==> config.mk <==
export PLATFORM = sky130hd
export DESIGN_NAME = dbt_block_transfer
export DESIGN_NICKNAME = d
export VERILOG_FILES = /design/src/rtl/dbt_pkg.sv /design/src/rtl/dbt_stream_if.sv /design/src/rtl/dbt_fifo.sv /design/src/rtl/dbt_block_transfer.sv
export SDC_FILE = /design/constraint.sdc
export NUM_CORES = 1
export LEC_CHECK = 0
export ABC_AREA = 1
export BUFFER_PORTS_ARGS = -buffer_cell sky130_fd_sc_hd__buf_4
export CAP_MARGIN = 20
export CORE_MARGIN = 8
export CORE_UTILIZATION = 40
export CTS_CLUSTER_DIAMETER = 150
export DETAILED_ROUTE_END_ITERATION = 8
export GPL_TIMING_DRIVEN = 0
export SYNTH_ARGS = -nofsm -noshare
export SYNTH_HDL_FRONTEND = slang
export SYNTH_SLANG_ARGS = --single-unit
==> constraint.sdc <==
create_clock -name ref_clk -period 6.35 [get_ports ref_clk]
set_input_delay 0.3175 -clock ref_clk [delete_from_list [all_inputs] [get_ports ref_clk]]
set_output_delay 0.3175 -clock ref_clk [all_outputs]
set_load 0.05 [all_outputs]
==> src/rtl/dbt_pkg.sv <==
// Constants shared by the descriptor block transfer engine and its FIFO.
// Assumes a 16-bit on-chip RAM port and a 20 MHz ref_clk.
//
// Function
// - Both standby bits at one enter standby; both at zero leave it.
// - Source mode 10 increments the source address after each transfer.
// - Destination mode 10 increments the destination address per transfer.
// - Transfer mode field value 10 selects block transfer.
// - Size field value 01 selects two-byte word transfers.
// - Block side select one makes the source area restored per block.
// - Chain enable zero ends processing after the current descriptor.
// - Interrupt select zero raises the CPU interrupt only at count end.
// - NMI mode zero suspends an ongoing transfer while NMI is active.
// - Count A sets how many transfers the descriptor performs.
// - Count B gives data units moved per block per activation.
// - Source address is a full 32-bit read address.
// - Destination address is a full 32-bit write address.
// - Conversion end activates a transfer; CPU interrupt follows count end.
// - Descriptor start is vector entry low half plus base upper half.
// - Descriptor read as mode 0, count A 2, count B 6, src 8, dst 12.
// - Updated working registers are written back to RAM after transfer.
// - In block mode count A is a 16-bit count of blocks remaining.

package dbt_pkg;

    localparam int MW_SM_MSB = 15;
    localparam int MW_SM_LSB = 14;
    localparam int MW_DM_MSB = 13;
    localparam int MW_DM_LSB = 12;
    localparam int MW_MD_MSB = 11;
    localparam int MW_MD_LSB = 10;
    localparam int MW_SZ_MSB = 9;
    localparam int MW_SZ_LSB = 8;
    localparam int MW_BLOCK_SIDE = 7;
    localparam int MW_CHAIN = 6;
    localparam int MW_IRQ_SEL = 5;
    localparam int MW_NMI_MODE = 4;

    localparam logic [1:0] ADDR_INC = 2'h2;
    localparam logic [1:0] ADDR_DEC = 2'h3;
    localparam logic [1:0] XFER_BLOCK = 2'h2;
    localparam logic [1:0] SIZE_BYTE = 2'h0;
    localparam logic [1:0] SIZE_WORD = 2'h1;
    localparam logic [1:0] SIZE_LONG = 2'h2;

    localparam logic [31:0] STEP_BYTE = 32'h0000_0001;
    localparam logic [31:0] STEP_WORD = 32'h0000_0002;
    localparam logic [31:0] STEP_LONG = 32'h0000_0004;

    // Descriptor word offsets from its start address
    localparam logic [31:0] DOFS_MODE = 32'h0000_0000;
    localparam logic [31:0] DOFS_CNT_A = 32'h0000_0002;
    localparam logic [31:0] DOFS_CNT_B = 32'h0000_0006;
    localparam logic [31:0] DOFS_SRC_HI = 32'h0000_0008;
    localparam logic [31:0] DOFS_SRC_LO = 32'h0000_000A;
    localparam logic [31:0] DOFS_DST_HI = 32'h0000_000C;
    localparam logic [31:0] DOFS_DST_LO = 32'h0000_000E;
    localparam logic [31:0] DESC_STRIDE = 32'h0000_0010;
    localparam logic [2:0] DESC_LAST_IDX = 3'h6;

    localparam logic [15:0] CNT_ONE = 16'h0001;
    localparam logic [15:0] CNT_ZERO = 16'h0000;

    localparam int FIFO_WIDTH = 16;
    localparam int FIFO_DEPTH = 8;

    typedef enum logic [2:0] {
        ST_IDLE,
        ST_VEC,
        ST_FETCH,
        ST_READ,
        ST_WRITE,
        ST_WBACK
    } dbt_state_type;

endpackage : dbt_pkg

==> src/rtl/dbt_stream_if.sv <==
// Valid/ready word stream between the engine and its data FIFO.
// Assumes both ends run on ref_clk.
`timescale 1ns/10ps
`default_nettype none

interface dbt_stream_if #(parameter int WIDTH = 16);
    logic valid;
    logic ready;
    logic [WIDTH-1:0] data;

    modport src (output valid, output data, input ready);
    modport snk (input valid, input data, output ready);
endinterface : dbt_stream_if

`default_nettype wire

==> src/rtl/dbt_fifo.sv <==
// Flip-flop FIFO with valid/ready on both sides.
// Assumes one clock, synchronous reset and a freezing clock enable.
`timescale 1ns/10ps
`default_nettype none

module dbt_fifo #(
    parameter int WIDTH = 16,
    parameter int DEPTH = 8
) (
    input wire logic ref_clk,
    input wire logic srst,
    input wire logic clk_en,
    dbt_stream_if.snk in_s,
    dbt_stream_if.src out_s
);

    localparam int AW = $clog2(DEPTH);
    localparam logic [AW:0] FULL_CNT = (AW+1)'(DEPTH);
    localparam logic [AW-1:0] LAST_PTR = AW'(DEPTH - 1);

    logic [WIDTH-1:0] mem_q [DEPTH];
    logic [AW-1:0] wr_ptr_q;
    logic [AW-1:0] rd_ptr_q;
    logic [AW:0] count_q;

    wire push = in_s.valid & in_s.ready;
    wire pop = out_s.valid & out_s.ready;

    assign in_s.ready = (count_q != FULL_CNT);
    assign out_s.valid = (count_q != '0);
    assign out_s.data = mem_q[rd_ptr_q];

    genvar g;
    generate
        for (g = 0; g < DEPTH; g++) begin : g_entry
            always_ff @(posedge ref_clk) begin
                if (clk_en && push && wr_ptr_q == AW'(g)) begin
                    mem_q[g] <= in_s.data;
                end
            end
        end
    endgenerate

    always_ff @(posedge ref_clk) begin
        if (srst) begin
            wr_ptr_q <= '0;
            rd_ptr_q <= '0;
            count_q <= '0;
        end else if (clk_en) begin
            if (push) begin
                wr_ptr_q <= (wr_ptr_q == LAST_PTR) ? '0 : wr_ptr_q + 1'b1;
            end
            if (pop) begin
                rd_ptr_q <= (rd_ptr_q == LAST_PTR) ? '0 : rd_ptr_q + 1'b1;
            end
            if (push && !pop) begin
                count_q <= count_q + 1'b1;
            end else if (pop && !push) begin
                count_q <= count_q - 1'b1;
            end
        end
    end

endmodule : dbt_fifo

`default_nettype wire

==> src/rtl/dbt_block_transfer.sv <==
// Descriptor-driven block transfer engine with a RAM master port.
// Assumes a 16-bit RAM port that answers each request with one ack cycle
// and a conversion-end event pulse from the converter.
`timescale 1ns/10ps
`default_nettype none

module dbt_block_transfer
    import dbt_pkg::*;
#(
    parameter logic [31:0] VECTOR_ADDR = 32'h0000_0000
) (
    input wire logic ref_clk,
    input wire logic srst,
    input wire logic clk_en,
    input wire logic xfer_standby_hi,
    input wire logic xfer_standby_lo,
    input wire logic conversion_end_irq,
    input wire logic nmi_req,
    input wire logic [15:0] descriptor_base_upper,
    input wire logic act_enable_set,
    output logic act_enable,
    output logic in_standby,
    output logic busy,
    output logic cpu_irq,
    output logic mem_req,
    output logic mem_we,
    output logic [31:0] mem_addr,
    output logic [15:0] mem_wdata,
    input wire logic mem_ack,
    input wire logic [15:0] mem_rdata
);

    ////////////////////////////////////////////////////////////////////////
    // State

    dbt_state_type state_q;
    dbt_state_type state_d;
    logic [2:0] idx_q;
    logic [31:0] rf_q;
    logic [15:0] mode_q;
    logic [15:0] cnt_a_q;
    logic [15:0] blen_q;
    logic [31:0] src_q;
    logic [31:0] dst_q;
    logic [31:0] blk_src_q;
    logic [31:0] blk_dst_q;
    logic [15:0] rd_left_q;
    logic [15:0] wr_left_q;
    logic rd_fin_q;
    logic pend_q;
    logic act_en_q;
    logic stby_q;
    logic irq_due_q;
    logic irq_q;
    wire run = clk_en & ~stby_q;

    dbt_stream_if #(.WIDTH(FIFO_WIDTH)) push_s ();
    dbt_stream_if #(.WIDTH(FIFO_WIDTH)) pop_s ();

    dbt_fifo #(
        .WIDTH(FIFO_WIDTH),
        .DEPTH(FIFO_DEPTH)
    ) u_fifo (
        .ref_clk(ref_clk),
        .srst(srst),
        .clk_en(run),
        .in_s(push_s),
        .out_s(pop_s)
    );

    ////////////////////////////////////////////////////////////////////////
    // Helpers

    function automatic logic [31:0] desc_ofs(input logic [2:0] i);
        logic [31:0] r;
        r = DOFS_MODE;
        case (i)
            3'h0: r = DOFS_MODE;
            3'h1: r = DOFS_CNT_A;
            3'h2: r = DOFS_CNT_B;
            3'h3: r = DOFS_SRC_HI;
            3'h4: r = DOFS_SRC_LO;
            3'h5: r = DOFS_DST_HI;
            3'h6: r = DOFS_DST_LO;
            default: r = DOFS_MODE;
        endcase
        return r;
    endfunction : desc_ofs

    // Unit size sets the address step
    function automatic logic [31:0] unit_step(input logic [1:0] sz);
        logic [31:0] r;
        r = STEP_WORD;
        case (sz)
            SIZE_BYTE: r = STEP_BYTE;
            SIZE_WORD: r = STEP_WORD;
            SIZE_LONG: r = STEP_LONG;
            default: r = STEP_WORD;
        endcase
        return r;
    endfunction : unit_step

    function automatic logic [31:0] next_addr(input logic [31:0] a,
                                              input logic [1:0] am,
                                              input logic [31:0] st);
        logic [31:0] r;
        r = a;
        case (am)
            ADDR_INC: r = a + st;
            ADDR_DEC: r = a - st;
            default: r = a;
        endcase
        return r;
    endfunction : next_addr

    ////////////////////////////////////////////////////////////////////////
    // Decode

    wire [1:0] src_mode = mode_q[MW_SM_MSB:MW_SM_LSB];
    wire [1:0] dst_mode = mode_q[MW_DM_MSB:MW_DM_LSB];
    wire [1:0] xfer_mode = mode_q[MW_MD_MSB:MW_MD_LSB];
    wire [1:0] unit_size = mode_q[MW_SZ_MSB:MW_SZ_LSB];
    wire block_side = mode_q[MW_BLOCK_SIDE];
    wire chain_en = mode_q[MW_CHAIN];
    wire irq_every = mode_q[MW_IRQ_SEL];
    wire is_block = (xfer_mode == XFER_BLOCK);
    wire [31:0] step = unit_step(unit_size);
    wire [31:0] src_next = next_addr(src_q, src_mode, step);
    wire [31:0] dst_next = next_addr(dst_q, dst_mode, step);
    // Outside block mode each activation moves one unit
    wire [15:0] blen_eff = is_block ? blen_q : CNT_ONE;
    wire [15:0] cnt_a_dec = cnt_a_q - CNT_ONE;

    // Hold drops a read or write request at once, even one still awaiting its ack
    wire hold = nmi_req & ~mode_q[MW_NMI_MODE];

    wire st_vec = (state_q == ST_VEC);
    wire st_fetch = (state_q == ST_FETCH);
    wire st_read = (state_q == ST_READ);
    wire st_write = (state_q == ST_WRITE);
    wire st_wback = (state_q == ST_WBACK);
    wire last_idx = (idx_q == DESC_LAST_IDX);

    wire req_read = st_read & push_s.ready & ~rd_fin_q & ~hold;
    wire req_write = st_write & pop_s.valid & ~hold;
    wire req_any = st_vec | st_fetch | st_wback | req_read | req_write;
    wire mem_go = mem_req & mem_ack;

    wire start = (state_q == ST_IDLE) & pend_q & act_en_q;
    wire blk_end = st_write & mem_go & (wr_left_q == CNT_ONE);
    wire cnt_done = (cnt_a_dec == CNT_ZERO);
    wire wb_done = st_wback & mem_go & last_idx;
    wire chain_go = wb_done & chain_en;
    wire irq_now = blk_end & (irq_every | cnt_done);

    wire [31:0] desc_addr = rf_q + desc_ofs(idx_q);
    logic [15:0] wb_word;

    always_comb begin
        wb_word = mode_q;
        case (idx_q)
            3'h0: wb_word = mode_q;
            3'h1: wb_word = cnt_a_q;
            3'h2: wb_word = blen_q;
            3'h3: wb_word = src_q[31:16];
            3'h4: wb_word = src_q[15:0];
            3'h5: wb_word = dst_q[31:16];
            3'h6: wb_word = dst_q[15:0];
            default: wb_word = mode_q;
        endcase
    end

    ////////////////////////////////////////////////////////////////////////
    // RAM port and FIFO hookup

    assign mem_req = req_any & run;
    assign mem_we = st_write | st_wback;
    assign mem_addr = st_vec ? VECTOR_ADDR :
                      st_read ? src_q :
                      st_write ? dst_q :
                      desc_addr;
    assign mem_wdata = st_write ? pop_s.data : wb_word;

    assign push_s.valid = st_read & mem_go;
    assign push_s.data = mem_rdata;
    assign pop_s.ready = st_write & mem_go;

    assign act_enable = act_en_q;
    assign in_standby = stby_q;
    assign busy = (state_q != ST_IDLE);
    assign cpu_irq = irq_q;

    ////////////////////////////////////////////////////////////////////////
    // Sequencer

    always_comb begin
        state_d = state_q;
        case (state_q)
            ST_IDLE: begin
                if (start) begin
                    state_d = ST_VEC;
                end
            end
            ST_VEC: begin
                if (mem_go) begin
                    state_d = ST_FETCH;
                end
            end
            ST_FETCH: begin
                if (mem_go && last_idx) begin
                    state_d = ST_READ;
                end
            end
            ST_READ: begin
                // FIFO full or block read out: drain to the destination
                if (rd_fin_q || !push_s.ready) begin
                    state_d = ST_WRITE;
                end else if (mem_go && rd_left_q == CNT_ONE) begin
                    state_d = ST_WRITE;
                end
            end
            ST_WRITE: begin
                if (blk_end) begin
                    state_d = ST_WBACK;
                end else if (!pop_s.valid) begin
                    state_d = ST_READ;
                end
            end
            ST_WBACK: begin
                if (chain_go) begin
                    state_d = ST_FETCH;
                end else if (wb_done) begin
                    state_d = ST_IDLE;
                end
            end
            default: state_d = ST_IDLE;
        endcase
    end

    always_ff @(posedge ref_clk) begin
        if (srst) begin
            state_q <= ST_IDLE;
        end else if (run) begin
            state_q <= state_d;
        end
    end

    always_ff @(posedge ref_clk) begin
        if (srst) begin
            idx_q <= '0;
        end else if (run) begin
            if (st_vec || wb_done || (st_fetch && mem_go && last_idx)
                || blk_end) begin
                idx_q <= '0;
            end else if ((st_fetch || st_wback) && mem_go) begin
                idx_q <= idx_q + 1'b1;
            end
        end
    end

    always_ff @(posedge ref_clk) begin
        if (srst) begin
            rf_q <= '0;
        end else if (run) begin
            if (st_vec && mem_go) begin
                rf_q <= {descriptor_base_upper, mem_rdata};
            end else if (chain_go) begin
                rf_q <= rf_q + DESC_STRIDE;
            end
        end
    end

    ////////////////////////////////////////////////////////////////////////
    // Working registers loaded from the descriptor

    always_ff @(posedge ref_clk) begin
        if (srst) begin
            mode_q <= '0;
            blen_q <= '0;
        end else if (run && st_fetch && mem_go) begin
            if (idx_q == 3'h0) begin
                mode_q <= mem_rdata;
            end
            if (idx_q == 3'h2) begin
                blen_q <= mem_rdata;
            end
        end
    end

    always_ff @(posedge ref_clk) begin
        if (srst) begin
            cnt_a_q <= '0;
        end else if (run) begin
            if (st_fetch && mem_go && idx_q == 3'h1) begin
                cnt_a_q <= mem_rdata;
            end else if (blk_end) begin
                cnt_a_q <= cnt_a_dec;
            end
        end
    end

    always_ff @(posedge ref_clk) begin
        if (srst) begin
            src_q <= '0;
        end else if (run) begin
            if (st_fetch && mem_go && idx_q == 3'h3) begin
                src_q[31:16] <= mem_rdata;
            end else if (st_fetch && mem_go && idx_q == 3'h4) begin
                src_q[15:0] <= mem_rdata;
            end else if (blk_end && is_block && block_side) begin
                src_q <= blk_src_q;
            end else if (st_read && mem_go) begin
                src_q <= src_next;
            end
        end
    end

    always_ff @(posedge ref_clk) begin
        if (srst) begin
            dst_q <= '0;
        end else if (run) begin
            if (st_fetch && mem_go && idx_q == 3'h5) begin
                dst_q[31:16] <= mem_rdata;
            end else if (st_fetch && mem_go && idx_q == 3'h6) begin
                dst_q[15:0] <= mem_rdata;
            end else if (blk_end && is_block && !block_side) begin
                dst_q <= blk_dst_q;
            end else if (st_write && mem_go) begin
                dst_q <= dst_next;
            end
        end
    end

    // Start of the block area, restored once the block is done
    always_ff @(posedge ref_clk) begin
        if (srst) begin
            blk_src_q <= '0;
            blk_dst_q <= '0;
        end else if (run && st_fetch && mem_go && last_idx) begin
            blk_src_q <= src_q;
            blk_dst_q <= {dst_q[31:16], mem_rdata};
        end
    end

    ////////////////////////////////////////////////////////////////////////
    // Block unit counters; a zero length wraps to the full 16-bit range

    always_ff @(posedge ref_clk) begin
        if (srst) begin
            rd_left_q <= '0;
            wr_left_q <= '0;
            rd_fin_q <= 1'b0;
        end else if (run) begin
            if (st_fetch && mem_go && last_idx) begin
                rd_left_q <= blen_eff;
                wr_left_q <= blen_eff;
                rd_fin_q <= 1'b0;
            end else begin
                if (st_read && mem_go) begin
                    rd_left_q <= rd_left_q - CNT_ONE;
                    rd_fin_q <= (rd_left_q == CNT_ONE);
                end
                if (st_write && mem_go) begin
                    wr_left_q <= wr_left_q - CNT_ONE;
                end
            end
        end
    end

    ////////////////////////////////////////////////////////////////////////
    // Activation, enable, standby and CPU interrupt

    // Conversion end arriving as the pending flag is taken is kept
    always_ff @(posedge ref_clk) begin
        if (srst) begin
            pend_q <= 1'b0;
        end else if (run) begin
            if (conversion_end_irq) begin
                pend_q <= 1'b1;
            end else if (start) begin
                pend_q <= 1'b0;
            end
        end
    end

    // Software re-arm wins over the count-end clear
    always_ff @(posedge ref_clk) begin
        if (srst) begin
            act_en_q <= 1'b0;
        end else if (run) begin
            if (act_enable_set) begin
                act_en_q <= 1'b1;
            end else if (blk_end && cnt_done && !irq_every) begin
                act_en_q <= 1'b0;
            end
        end
    end

    // Mismatched bits leave standby unchanged
    always_ff @(posedge ref_clk) begin
        if (srst) begin
            stby_q <= 1'b0;
        end else if (clk_en && xfer_standby_hi == xfer_standby_lo) begin
            stby_q <= xfer_standby_hi;
        end
    end

    // Interrupt waits until the descriptor is back in RAM
    always_ff @(posedge ref_clk) begin
        if (srst) begin
            irq_due_q <= 1'b0;
            irq_q <= 1'b0;
        end else if (run) begin
            irq_q <= wb_done & irq_due_q;
            if (irq_now) begin
                irq_due_q <= 1'b1;
            end else if (wb_done) begin
                irq_due_q <= 1'b0;
            end
        end else begin
            irq_q <= 1'b0;
        end
    end

endmodule : dbt_block_transfer

`default_nettype wire

==> impl_metrics.yaml <==
clock_tree:
  ctsResizeCount: 0
  cts_buffer_depth: 3
  cts.sinks: 393
  cts_setup_buffers: 0
  cts_tree: "built"
  h-tree-depth: 2
  cts_buffers: 46
  path_clk_slew_ns: 0.06
  cts_root_buf: "clkbuf_16"
  clk_latency_ns: 0.64
setup_path:
  cp.arrival_ns: 5.47
  worstSetupStartpointType: "flip-flop"
  reg2regPathDepth: 14
  r2r-start: "mode_q[13]"
  path_max_fanout: 10
  reg2reg_slack_ns: 2.52
  required_ns: 6.03
  end_kind: "primary output"
  critPathLaunch: "idx_q[0]"
  r2r-end: "dst_q[16]"
  critPathKind: "flip-flop to primary output"
route:
  antenna_left: 0
  vias: 27300
  dr.pass1.iters: 8
  drc_errors: 0
  routed_wl_microns: 109000
  drtIter0Drc: 3036
  wl_per_cell_microns: 22.6
  vias_per_cell: 5.65
logic_synthesis:
  yosys.area.top_type: "dfxtp_1"
  synthArstFlopShare: 0
  ys_ff_latch: 393
  syn_inst: 3791
  syn_area_per_cell_sq_um: 6.75
  synth.most_common_cell: "nand2_1"
  ys_dominant_reg_cell: "dfxtp_1"
  synth_nets: 3924
  synth.top_cell.area_share: 0.207
  syn-cell-area_sq_um: 25600
  yosysUniqueCellTypes: 56
  synth_edf_count: 128
  yosys-top-cells-area: "dfxtp_1, edfxtp_1, nand2_1"
  netlist_top_cells_count: "nand2_1, inv_1, nor2_1, o21ai_0, a21oi_1"
  synth_seq_area_share: 0.357
  yosysWarnings: 0
grt:
  overflow: 0
  grt_usage: 0.294
  grt_first_pass_wirelength_microns: 160000
  grt_pass1_vias: 25300
  grt_max_degree: 29
  antenna_found_initial: 8
floorplanning:
  core_area_sq_um: 63200
  start_util: 0.405
  fp.dieArea_sq_um: 72400
  rows: 92
  die_w_microns: 269
  ios: 95
  dieHeight_microns: 269
pwr:
  p_clk_frac: 0.476
  combPwrFrac: 0.117
  power.share.switching: 0.281
  ir_worst_vdd_mv: 0.248
  power_leakage_nw: 13.2
  power_density_nw_per_um2: 219
  p_sw_w: 0.00181
  p_int_w: 0.00463
  power_frac_seq: 0.407
timing:
  slew_headroom: 0.179
  slew_violations: 0
  max_freq_mhz: 173
  rsz0062_at_grt: "false"
  min_period_ns: 5.79
  holdWs_ns: 0.00820
  setup_tns_ns: 0
  setup_viol: 0
  skew_ns: 0.0535
  hold_viol: 0
  period_share: 0.911
  worstMarginPinSlew_ns: 1.23
final_layout:
  syn2layout_area_growth_pct: 14.8
  drive_gt1_frac: 0.0666
  final_nets: 4088
worst_hold_path:
  hold_class: "input pin to flip-flop"
  hold_path_end: "rf_q[24]"
  min_path_cells: 5
  hold_start: "descriptor_base_upper[8]"
place:
  hpwl_microns: 83600
  io_buffer_count: 93
  globalplace.congestion: 1.02
status:
  status: "finished, final reports clean"
job:
  drv_cap: 0
worst max path at each step:
stage / end / slack (ns) / cells past startpoint
final: mem_addr[13] / 0.56 / 19
after global routing: mem_addr[13] / 0.22 / 19
after CTS: mem_addr[13] / 0.72 / 19
after detailed placement: mem_addr[13] / 1.37 / 19
after global placement: mem_addr[13] / 1.36 / 19
after floorplan: mem_addr[10] / 2.08 / 15
critical path: stages (launching register included):
cell	delay, ns
dfxtp_1	0.42
inv_1	0.11
ha_1	0.25
nand2_1	0.14
buf_2	0.29
inv_1	0.15
nor4_2	0.84
o31ai_1	0.18
ha_1	0.26
inv_1	0.07
fa_1	0.20
inv_1	0.05
a21oi_1	0.45
inv_1	0.32
nand2_1	0.20
xor2_1	0.34
o211ai_1	0.13
o21ai_0	0.16
nor2_1	0.09
buf_4	0.21
cell type report:
type                    count  area (sq um)
fillers                  6697         33800
multi-input cells        2704         13800
flip-flops and latches    393          9150
inverters                 518          1940
clock buffers              57          1260
well taps                 846          1060
repair buffers            116           942
plain buffers             176           729
clock inverters            27           492
diodes                      3          7.51
layer usage:
| layer | part of all wire | GRT usage | wire (microns) |
|---|---|---|---|
| met5 | 0.00025 | 0 | 27 |
| met3 | 0.094 | 0.0620 | 10300 |
| met2 | 0.42 | 0.441 | 46300 |
| met1 | 0.43 | 0.394 | 46500 |
| met4 | 0.056 | 0.154 | 6150 |
repair_timing:
item | CTS | global route
hold endpoints to repair | 33 | 0
setup endpoints to repair | 0 | 0
hold buffers | 13 | 0
cell families (layout without fill, tap and decap cells):
group,Yosys count,count (layout),synth area share
and+or+nand+nor,1720,1720,0.287
AOI/OAI and AO/OA,794,794,0.171
buffers and inverters,694,894,0.104
DFF,393,393,0.357
adders and majority gates,92,92,0.0461
xor gates and xnor gates,82,82,0.0280
muxes,16,16,0.00625
other,0,3,0
state kept, by name, indices dropped and copies added, names as in the netlist, 4 cells and up, named ones only:
register        cells
u_fifo.mem_q      128
rf_q               32
src_q              32
u_fifo.count_q      4
blk_src_q          32
blen_q             16
cnt_a_q            16
mode_q             16
wr_left_q          16
blk_dst_q          32
dst_q              32
rd_left_q          16
layout by cell type, fill, tap and decap left out, types with 39 or more instances in the layout:
master,instances
nand2_1,889
edfxtp_1,128
dfxtp_1,265
inv_1,505
o21ai_0,356
xor2_1,58
buf_4,94
a21oi_1,266
nand3_1,231
nor2_1,383
ha_1,88
clkbuf_16,46
nand4_1,114
clkbuf_1,122
buf_2,39
power by group through the flow:
stage / Combinational (W) / Clock, W / Sequential (W)
5_1_grt: 0.000789 / 0.00319 / 0.00262
6_report: 0.000758 / 0.00307 / 0.00262
3_3_place_gp: 0.000728 / 0 / 0.00268
4_1_cts: 0.000739 / 0.00309 / 0.00262
3_5_place_dp: 0.000731 / 0 / 0.00268
2_1_floorplan: 0.000437 / 0 / 0.00268
through the flow:
step	instance area (sq um)	util	worst slack, ns	instances	total power, W
4_1_cts	29400	0.465	0.717	4837	0.00645
3_3_place_gp	27400	0.433	1.36	4730	0.00341
2_1_floorplan	25600	-	2.08	3791	0.00311
6_report	29400	0.465	0.562	4840	0.00645
3_5_place_dp	27500	0.435	1.37	4740	0.00341
5_1_grt	29400	0.465	0.216	4837	0.00660
No activity file was read; power rests on OpenSTA's default activity.
